<file path="src/rtl/fsps_params.svh">
`ifndef FSPS_PARAMS_SVH
`define FSPS_PARAMS_SVH

// control register bit positions
`define FSPS_CTL_STORE_EN 0
`define FSPS_CTL_PGERS 1
`define FSPS_CTL_PGWRT 2
`define FSPS_CTL_LOCKSET 3
`define FSPS_CTL_RWWRE 4
`define FSPS_CTL_SIG_READ 5
`define FSPS_CTL_BUSY 6
`define FSPS_CTL_IE 7

// command patterns (bits 7:6 masked off before compare)
`define FSPS_CMD_MASK 8'h3f
`define FSPS_CMD_LOAD 8'h01
`define FSPS_CMD_WRITE 8'h05
`define FSPS_CMD_LOCKSET 8'h09
`define FSPS_CMD_REEN 8'h11
`define FSPS_CMD_SIG_READ 8'h21

// register offsets
`define FSPS_REG_CTL 4'h0
`define FSPS_REG_ZLO 4'h1
`define FSPS_REG_ZHI 4'h2
`define FSPS_REG_ZEXT 4'h3
`define FSPS_REG_OPLO 4'h4
`define FSPS_REG_OPHI 4'h5
`define FSPS_REG_STAT 4'h6
`define FSPS_REG_LOCK 4'h7

// windows in cycles after the control write
`define FSPS_STORE_WIN 3'd4
`define FSPS_LOAD_WIN 3'd3

// page geometry: 128 words, page index z[16:8]
`define FSPS_PAGE_WORDS 128
`define FSPS_NOREAD_PAGE 9'd480

// programming times
`define FSPS_WRITE_US 4500
`define FSPS_CLK_MHZ 250
`define FSPS_WRITE_CYC (`FSPS_WRITE_US * `FSPS_CLK_MHZ)

// reset values
`define FSPS_LOCK_RST 8'hff
`define FSPS_FUSE_LO 8'h62
`define FSPS_FUSE_HI 8'h99
`define FSPS_FUSE_EXT 8'hff
// signature bytes: arbitrary values
`define FSPS_SIG0 8'h5a
`define FSPS_SIG1 8'h3c
`define FSPS_SIG2 8'h01
`define FSPS_OSCCAL 8'h80

`endif

</file>
<file path="src/rtl/fsps_pkg.sv">
package fsps_pkg;
  typedef enum logic [2:0] {
    FSPS_IDLE,
    FSPS_ARMED,
    FSPS_WRITING,
    FSPS_LOCKING,
    FSPS_DONE_WAIT
  } fsps_state_t;
endpackage

</file>
<file path="src/rtl/fsps_sequencer.sv">
`timescale 1ns/1ns
`include "fsps_params.svh"
// Summary of operation
// - control 01 then store loads one buffer word
// - page word index selects buffer location
// - buffer cleared after write, reenable, reset
// - eeprom write keeps loaded buffer words
// - control x5 then store starts page write
// - no-read-while-write page write halts the cpu
// - interrupt level while store enable clear
// - read-while-write reads blocked during page write
// - busy flag set while section blocked
// - reenable clears busy flag, unblocks section
// - control x9 then store sets lock bits
// - zero operand bits 5:0 program locks
// - flash stays readable during lock programming
// - eeprom activity refuses programming and reads
// - lock read with index 0x0001 within three
// - command bits clear on completion or timeout
// - fuse bytes at indices zero, three, two
// - programmed bits read zero, others one
// - signature read within three cycles
// - signature bytes at 0,2,4, calibration 1
module fsps_sequencer
  import fsps_pkg::*;
#(
  parameter int WRITE_CYC = `FSPS_WRITE_CYC
) (
  input wire logic clock,
  input wire logic sys_rst,
  input wire logic [3:0] reg_addr,
  input wire logic [7:0] reg_wdata,
  input wire logic reg_wr,
  input wire logic reg_rd,
  output logic [7:0] reg_rdata,
  input wire logic store_instr,
  input wire logic load_instr,
  input wire logic eeprom_write_active_bit,
  output logic [7:0] load_data,
  output logic load_data_valid,
  output logic cpu_halt,
  output logic rww_read_block,
  output logic store_irq
);

  // ****************************************
  // state
  // ****************************************
  typedef struct packed {
    fsps_state_t st;
    logic [7:0] ctl;
    logic [16:0] z;
    logic [15:0] op;
    logic [2:0] win;
    logic [8:0] page;
    logic [22:0] cnt;
    logic [7:0] lock;
    logic [`FSPS_PAGE_WORDS*16-1:0] buf_data;
    logic [`FSPS_PAGE_WORDS-1:0] buf_full;
    logic [7:0] rdata;
    logic [7:0] ld_data;
    logic ld_valid;
    logic halt;
    logic block;
    logic irq;
  } fsps_state_s_t;

  fsps_state_s_t s_q;
  fsps_state_s_t s_d;

  // ****************************************
  // helpers
  // ****************************************
  function automatic logic [7:0] fsps_cmd(input logic [7:0] c);
    fsps_cmd = c & `FSPS_CMD_MASK;
  endfunction

  // signature row bytes; unlisted indices read as erased
  function automatic logic [7:0] fsps_sig_byte(input logic [15:0] idx);
    case (idx)
      16'h0000: begin
        fsps_sig_byte = `FSPS_SIG0;
      end
      16'h0001: begin
        fsps_sig_byte = `FSPS_OSCCAL;
      end
      16'h0002: begin
        fsps_sig_byte = `FSPS_SIG1;
      end
      16'h0004: begin
        fsps_sig_byte = `FSPS_SIG2;
      end
      default: begin
        fsps_sig_byte = 8'hff;
      end
    endcase
  endfunction

  // programmed bits read zero, unprogrammed bits read one
  function automatic logic [7:0] fsps_fuse_byte(input logic [15:0] idx,
      input logic [7:0] lock);
    case (idx)
      16'h0000: begin
        fsps_fuse_byte = `FSPS_FUSE_LO;
      end
      16'h0001: begin
        fsps_fuse_byte = lock;
      end
      16'h0002: begin
        // only three extended bits exist, the rest read zero
        fsps_fuse_byte = {5'h00, 3'(`FSPS_FUSE_EXT)};
      end
      16'h0003: begin
        fsps_fuse_byte = `FSPS_FUSE_HI;
      end
      default: begin
        fsps_fuse_byte = 8'hff;
      end
    endcase
  endfunction

  // true while a store may still be taken for the armed command
  function automatic logic fsps_store_open(input logic [2:0] w);
    fsps_store_open = (w < `FSPS_STORE_WIN);
  endfunction

  function automatic logic fsps_load_open(input logic [2:0] w);
    fsps_load_open = (w < `FSPS_LOAD_WIN);
  endfunction

  logic [7:0] cmd;
  logic [6:0] widx;
  logic [15:0] zlow;
  logic store_ok;
  logic load_ok;
  logic win_last;

  // ****************************************
  // next state
  // ****************************************
  always_comb begin
    s_d = s_q;
    s_d.rdata = 8'h00;
    s_d.ld_valid = 1'b0;
    cmd = fsps_cmd(s_q.ctl);
    widx = s_q.z[7:1];
    zlow = s_q.z[15:0];
    // an eeprom write started after arming still refuses the command
    store_ok = store_instr && !eeprom_write_active_bit &&
               fsps_store_open(s_q.win);
    load_ok = load_instr && !eeprom_write_active_bit &&
              fsps_load_open(s_q.win);
    // the signature read has no store form, so its window is shorter
    if (cmd == `FSPS_CMD_SIG_READ) begin
      win_last = (s_q.win >= `FSPS_LOAD_WIN - 3'd1);
    end else begin
      win_last = (s_q.win >= `FSPS_STORE_WIN - 3'd1);
    end

    // ****************************************
    // register writes
    // ****************************************
    if (reg_wr) begin
      case (reg_addr)
        `FSPS_REG_CTL: begin
          // writes refused while a command is armed or running or eeprom active; IE is still taken while not idle
          if (s_q.st == FSPS_IDLE && !eeprom_write_active_bit) begin
            s_d.ctl[`FSPS_CTL_IE] = reg_wdata[`FSPS_CTL_IE];
            s_d.ctl[5:0] = reg_wdata[5:0];
            if (reg_wdata[`FSPS_CTL_STORE_EN]) begin
              s_d.st = FSPS_ARMED;
              s_d.win = 3'd0;
            end
          end else if (s_q.st != FSPS_IDLE) begin
            s_d.ctl[`FSPS_CTL_IE] = reg_wdata[`FSPS_CTL_IE];
          end
        end
        `FSPS_REG_ZLO: begin
          s_d.z[7:0] = reg_wdata;
        end
        `FSPS_REG_ZHI: begin
          s_d.z[15:8] = reg_wdata;
        end
        `FSPS_REG_ZEXT: begin
          s_d.z[16] = reg_wdata[0];
        end
        `FSPS_REG_OPLO: begin
          s_d.op[7:0] = reg_wdata;
        end
        `FSPS_REG_OPHI: begin
          s_d.op[15:8] = reg_wdata;
        end
        default: begin
        end
      endcase
    end

    // ****************************************
    // register reads, data in the next cycle
    // ****************************************
    if (reg_rd) begin
      case (reg_addr)
        `FSPS_REG_CTL: begin
          s_d.rdata = s_q.ctl;
        end
        `FSPS_REG_ZLO: begin
          s_d.rdata = s_q.z[7:0];
        end
        `FSPS_REG_ZHI: begin
          s_d.rdata = s_q.z[15:8];
        end
        `FSPS_REG_ZEXT: begin
          s_d.rdata = {7'h00, s_q.z[16]};
        end
        `FSPS_REG_OPLO: begin
          s_d.rdata = s_q.op[7:0];
        end
        `FSPS_REG_OPHI: begin
          s_d.rdata = s_q.op[15:8];
        end
        `FSPS_REG_STAT: begin
          s_d.rdata = {6'h00, s_q.halt, s_q.block};
        end
        `FSPS_REG_LOCK: begin
          s_d.rdata = s_q.lock;
        end
        default: begin
          s_d.rdata = 8'h00;
        end
      endcase
    end

    // ****************************************
    // command sequencer
    // ****************************************
    case (s_q.st)
      FSPS_IDLE: begin
        // nothing runs until a control write arms a command
      end
      FSPS_ARMED: begin
        s_d.win = s_q.win + 3'd1;
        if (cmd == `FSPS_CMD_SIG_READ || cmd == `FSPS_CMD_LOCKSET) begin
          // lock/fuse/signature read via load instruction
          if (load_ok) begin
            s_d.ld_valid = 1'b1;
            if (cmd == `FSPS_CMD_SIG_READ) begin
              s_d.ld_data = fsps_sig_byte(zlow);
            end else begin
              s_d.ld_data = fsps_fuse_byte(zlow, s_q.lock);
            end
            s_d.ctl[5:0] = 6'h00;
            s_d.st = FSPS_IDLE;
          end else if (store_ok && cmd == `FSPS_CMD_LOCKSET) begin
            // lock set: zeros program, locks only go low
            s_d.lock = s_q.lock & {2'b11, s_q.op[5:0]};
            s_d.cnt = 23'(WRITE_CYC);
            s_d.st = FSPS_LOCKING;
          end else if (store_ok || win_last) begin
            // a store after a signature read arm just drops the command
            s_d.ctl[5:0] = 6'h00;
            s_d.st = FSPS_IDLE;
          end
        end else if (store_ok) begin
          case (cmd)
            `FSPS_CMD_LOAD: begin
              // a second load to a word is unsupported; last wins
              s_d.buf_data[widx*16 +: 16] = s_q.op;
              s_d.buf_full[widx] = 1'b1;
              s_d.ctl[5:0] = 6'h00;
              s_d.st = FSPS_IDLE;
            end
            `FSPS_CMD_WRITE: begin
              s_d.page = s_q.z[16:8];
              s_d.cnt = 23'(WRITE_CYC);
              s_d.block = 1'b1;
              s_d.halt = (s_q.z[16:8] >= `FSPS_NOREAD_PAGE);
              s_d.st = FSPS_WRITING;
            end
            `FSPS_CMD_REEN: begin
              s_d.block = 1'b0;
              s_d.buf_full = '0;
              s_d.buf_data = '0;
              s_d.ctl[5:0] = 6'h00;
              s_d.st = FSPS_IDLE;
            end
            default: begin
              s_d.ctl[5:0] = 6'h00;
              s_d.st = FSPS_IDLE;
            end
          endcase
        end else if (win_last) begin
          s_d.ctl[5:0] = 6'h00;
          s_d.st = FSPS_IDLE;
        end
      end
      FSPS_WRITING, FSPS_LOCKING: begin
        // enable held until the operation ends
        s_d.cnt = s_q.cnt - 23'd1;
        if (s_q.cnt <= 23'd1) begin
          if (s_q.st == FSPS_WRITING) begin
            s_d.buf_full = '0;
            s_d.buf_data = '0;
          end
          s_d.halt = 1'b0;
          s_d.ctl[5:0] = 6'h00;
          s_d.st = FSPS_IDLE;
        end
      end
      default: begin
        s_d.st = FSPS_IDLE;
      end
    endcase

    // ****************************************
    // status and interrupt
    // ****************************************
    // eeprom activity never touches the buffer contents
    s_d.ctl[`FSPS_CTL_BUSY] = s_d.block;
    // level request, not a pulse: software must clear the enable to stop it
    s_d.irq = s_d.ctl[`FSPS_CTL_IE] & ~s_d.ctl[`FSPS_CTL_STORE_EN];
  end

  // ****************************************
  // registers
  // ****************************************
  always_ff @(posedge clock) begin
    if (sys_rst) begin
      s_q <= '0;
      s_q.st <= FSPS_IDLE;
      s_q.lock <= `FSPS_LOCK_RST;
    end else begin
      s_q <= s_d;
    end
  end

  // ****************************************
  // outputs
  // ****************************************
  assign reg_rdata = s_q.rdata;
  assign load_data = s_q.ld_data;
  assign load_data_valid = s_q.ld_valid;
  assign cpu_halt = s_q.halt;
  assign rww_read_block = s_q.block;
  assign store_irq = s_q.irq;

endmodule

</file>
<file path="config.mk">
export PLATFORM = sky130hd
export DESIGN_NAME = fsps_sequencer
export DESIGN_NICKNAME = d
export VERILOG_FILES = /design/src/rtl/fsps_pkg.sv /design/src/rtl/fsps_sequencer.sv
export VERILOG_INCLUDE_DIRS = /design/src /design/src/rtl
export SDC_FILE = /design/constraint.sdc
export NUM_CORES = 1
export LEC_CHECK = 0
export BUFFER_PORTS_ARGS = -buffer_cell sky130_fd_sc_hd__buf_2
export CAP_MARGIN = 25
export CORE_MARGIN = 2
export CORE_UTILIZATION = 43
export DETAILED_ROUTE_END_ITERATION = 10
export PLACE_DENSITY = 0.63
export REMOVE_ABC_BUFFERS = 1
export SYNTH_ARGS = -nofsm -noshare
export SYNTH_HDL_FRONTEND = slang
export SYNTH_SLANG_ARGS = --single-unit
</file>
<file path="constraint.sdc">
create_clock -name clock -period 2.5 [get_ports clock]
set_clock_uncertainty 0.05 [all_clocks]
set_input_delay 0.125 -clock clock [delete_from_list [all_inputs] [get_ports clock]]
set_output_delay 0.125 -clock clock [all_outputs]
set_load 0.01 [all_outputs]
</file>
==> results.md <==
- Status: finished, final reports clean
- I/O Buffers: 38
- Die H: 109 µm
- FF-to-FF End: s_q[2226]$_SDFFE_PP0P_
- Worst slew pin tran: 0.703 ns
- CP startpoint kind: register
- Post-Syn Area per Cell: 8.56 µm²
- Total wire length: 12.3 mm
- Post-layout min period: 2.41 ns
- Critical-path maximum fanout: 8
- TritonCTS clock tree: built
- Global route total overflow: 0
- Max-slew violations: 0
- Routed vias/inst: 5.78
- Largest cells by area after synthesis: dfxtp_1 40%, mux2i_1 9.7%, nor2_1 6.9%
- RSZ-0062 raised after global routing: false
- Final setup viols: 0
- CTS root buffer: clkbuf_8
- Met1 GRT Util: 30.7%
- Flop2flop setup slack: 0.09 ns
- Detail Route Antenna Nets: 0
- GRT Max-Usage Layer: met2
- Total track usage: 21.5%
- Final hold slack: 0.0160 ns
- Top cell type by total area after synthesis: dfxtp_1
- Setup Total Neg Slack: 0 ns
- Hold Crit Class: input pin to register
- EDFF count, synth: 0
- Met3 Use GR: 2.93%
- Placeable Area: 10,800 µm²
- Synth cell types: 63
- Worst Hold End: s_q[2262]$_SDFFE_PP0P_
- Cells after DPL: 713
- Top-count cell post-synth: dfxtp_1
- Initial Util: 43.9%
- Crit. End Element: register
- Pwr dens: 529 nW/µm²
- Reg2reg start: s_q[2212]$_SDFFE_PP0P_
- Tcrit/Tclk final: 96.5%
- Mapped Cells: 556
- Synth warn: 0
- Number of CTS-inserted buffers: 9
- HP Start: reg_wdata[7]
- Rows: 38
- # diodes: 0
- Crit path DAT: 2.65 ns
- Placer congestion estimate: 0.859
- Final Non-Filler Cells: 731
- Register bit total from synthesis: 95
- Synth top cells by count: 95 x dfxtp_1, 87 x nor2_1, 46 x mux2i_1
- Mapped cell area: 4760 µm²
- Clk_lat worst skew: 0.37 ns
- Die footprint: 11,900 µm²
- Crit Path Class: register to register
- Vias: 4,223
- Drt drc: 0
- CTS clk-pin slew, worst paths: 0.09 ns
- Layout area overhead: 11.7%
- Initial antenna violation count: 0
- Nets: 609
- Die X: 109 µm
- Met2 Usage GRT: 32.6%
- Main synth FF type: dfxtp_1
- Fraction of layout cells with a size suffix above 1: 17.3%
- Post-synthesis async set-or-reset flop share: 0%
- Final hold vios: 0
- # Post-CTS Setup Buffers: 0
- Leak: 2.18 nW
- Power Total: 2.82 mW
- Achievable frequency: 0.414 GHz
- Synth top area share: 39.9%
- Largest net degree at the start of global routing: 43
- I/O pin total: 39
- Clock tree buffer depth: 2
- FF-to-FF path depth: 5
- Register area share after synthesis: 39.9%
- Per-cell routed wire length: 16.8 µm
- Peak supply drop: 0.000259 V
- Max_slew headroom: 52.7%
- TritonRoute pass-1 iters: 5
- Hold Path Depth: 3
- Clk sink count: 95
- Vias in the first global route: 3,883
- Max H-tree Level: 3
- Max_cap viols: 0
- First-pass GRT wire length: 19.8 mm
- Req. time, crit path: 2.74 ns
- Final HPWL DP: 8.77 mm
- Drt initial violations: 263
==> how the worst max path moves through the flow <==
stage / from / to / cells after the start
global placement: cmd[4]$_SDFF_PP0_ / s_q[2280]$_SDFF_PP0_ / 5
detailed placement: cmd[4]$_SDFF_PP0_ / s_q[2226]$_SDFFE_PP0P_ / 5
floorplan: cmd[4]$_SDFF_PP0_ / s_q[2209]$_SDFFE_PP0P_ / 5
global route: s_q[2212]$_SDFFE_PP0P_ / s_q[2226]$_SDFFE_PP0P_ / 5
finish: s_q[2212]$_SDFFE_PP0P_ / s_q[2226]$_SDFFE_PP0P_ / 5
CTS: cmd[0]$_SDFF_PP0_ / s_q[2226]$_SDFFE_PP0P_ / 5
==> where the power goes <==
group | switching, mW | total [mW] | internal, mW
clock network | 0.561 | 1.11 | 0.547
registers | 0.00910 | 1.53 | 1.52
logic | 0.113 | 0.175 | 0.0627
total | 0.683 | 2.82 | 2.13
==> layout by cell type, fill, tap and decap left out, drive strengths merged, types with 8 or more instances in the layout <==
master  netlist  layout
a211oi       21      21
a21oi        30      30
a31oi         9       9
buf          23      63
clkbuf       23      12
dfxtp        95      95
inv          13      14
mux2i        46      46
nand2        31      31
nand2b       10      10
nand3        16      16
nor2         87      87
nor3         21      21
nor4          8       8
o21ai        23      23
or4          11      11
==> registers in the layout (all words and copies together), names as in the netlist <==
name,flops
store_irq,1
cpu_halt,1
cmd,6
load_data,8
s_q,70
load_data_valid,1
reg_rdata,8
==> metrics by stage <==
step	area, µm²	setup slack [ns]	utilization [%]
finish	5320	0.0870	49.1
global route	5320	0.0436	49.1
CTS	5310	0.0559	49.0
detailed placement	5070	0.0950	46.8
global placement	5070	0.131	46.8
floorplan	4520	0.109	-
==> worst max-delay path: stages, from the launching register on <==
cell	delay, ns
dfxtp_1	0.38
nor3_1	0.36
nand2_1	0.18
or4_1	0.66
or4_1	0.54
a21oi_1	0.16
==> cell families (layout without fill, tap and decap cells) <==
logic type	Yosys count	count (layout)	synth area share [%]
XOR/XNOR	5	5	0.920
adder cells (fa/ha/maj)	4	4	1.05
flip-flops	95	95	39.9
buffers and inverters	59	94	6.12
other	1	1	0.0788
AND/OR/NAND/NOR	216	216	22.5
AO/OA/AOI/OAI	126	126	17.8
multiplexers	50	50	11.6
==> layer usage <==
metal	wire (µm)	vias up
met5	0	-
met4	274	0
met3	524	21
met2	5510	122
met1	5990	2008
li1	-	2072
==> layout make-up <==
| class | count | area, µm² |
|---|---|---|
| clock buffer | 12 | 165 |
| clock inverter | 4 | 51.3 |
| fill | 1070 | 5520 |
| inverter | 13 | 48.8 |
| multi-input combinational | 402 | 2580 |
| sequential | 95 | 1900 |
| tap | 140 | 175 |
| timing repair buffer | 65 | 398 |
==> what timing repair did <==
action / in CTS / in global routing
endpoints found under the setup margin: 0 / 9
resized for setup: 0 / 3
hold buffers: 2 / 0
endpoints found under the hold margin: 5 / 0
Note: power is estimated with default switching activity, not from simulation.
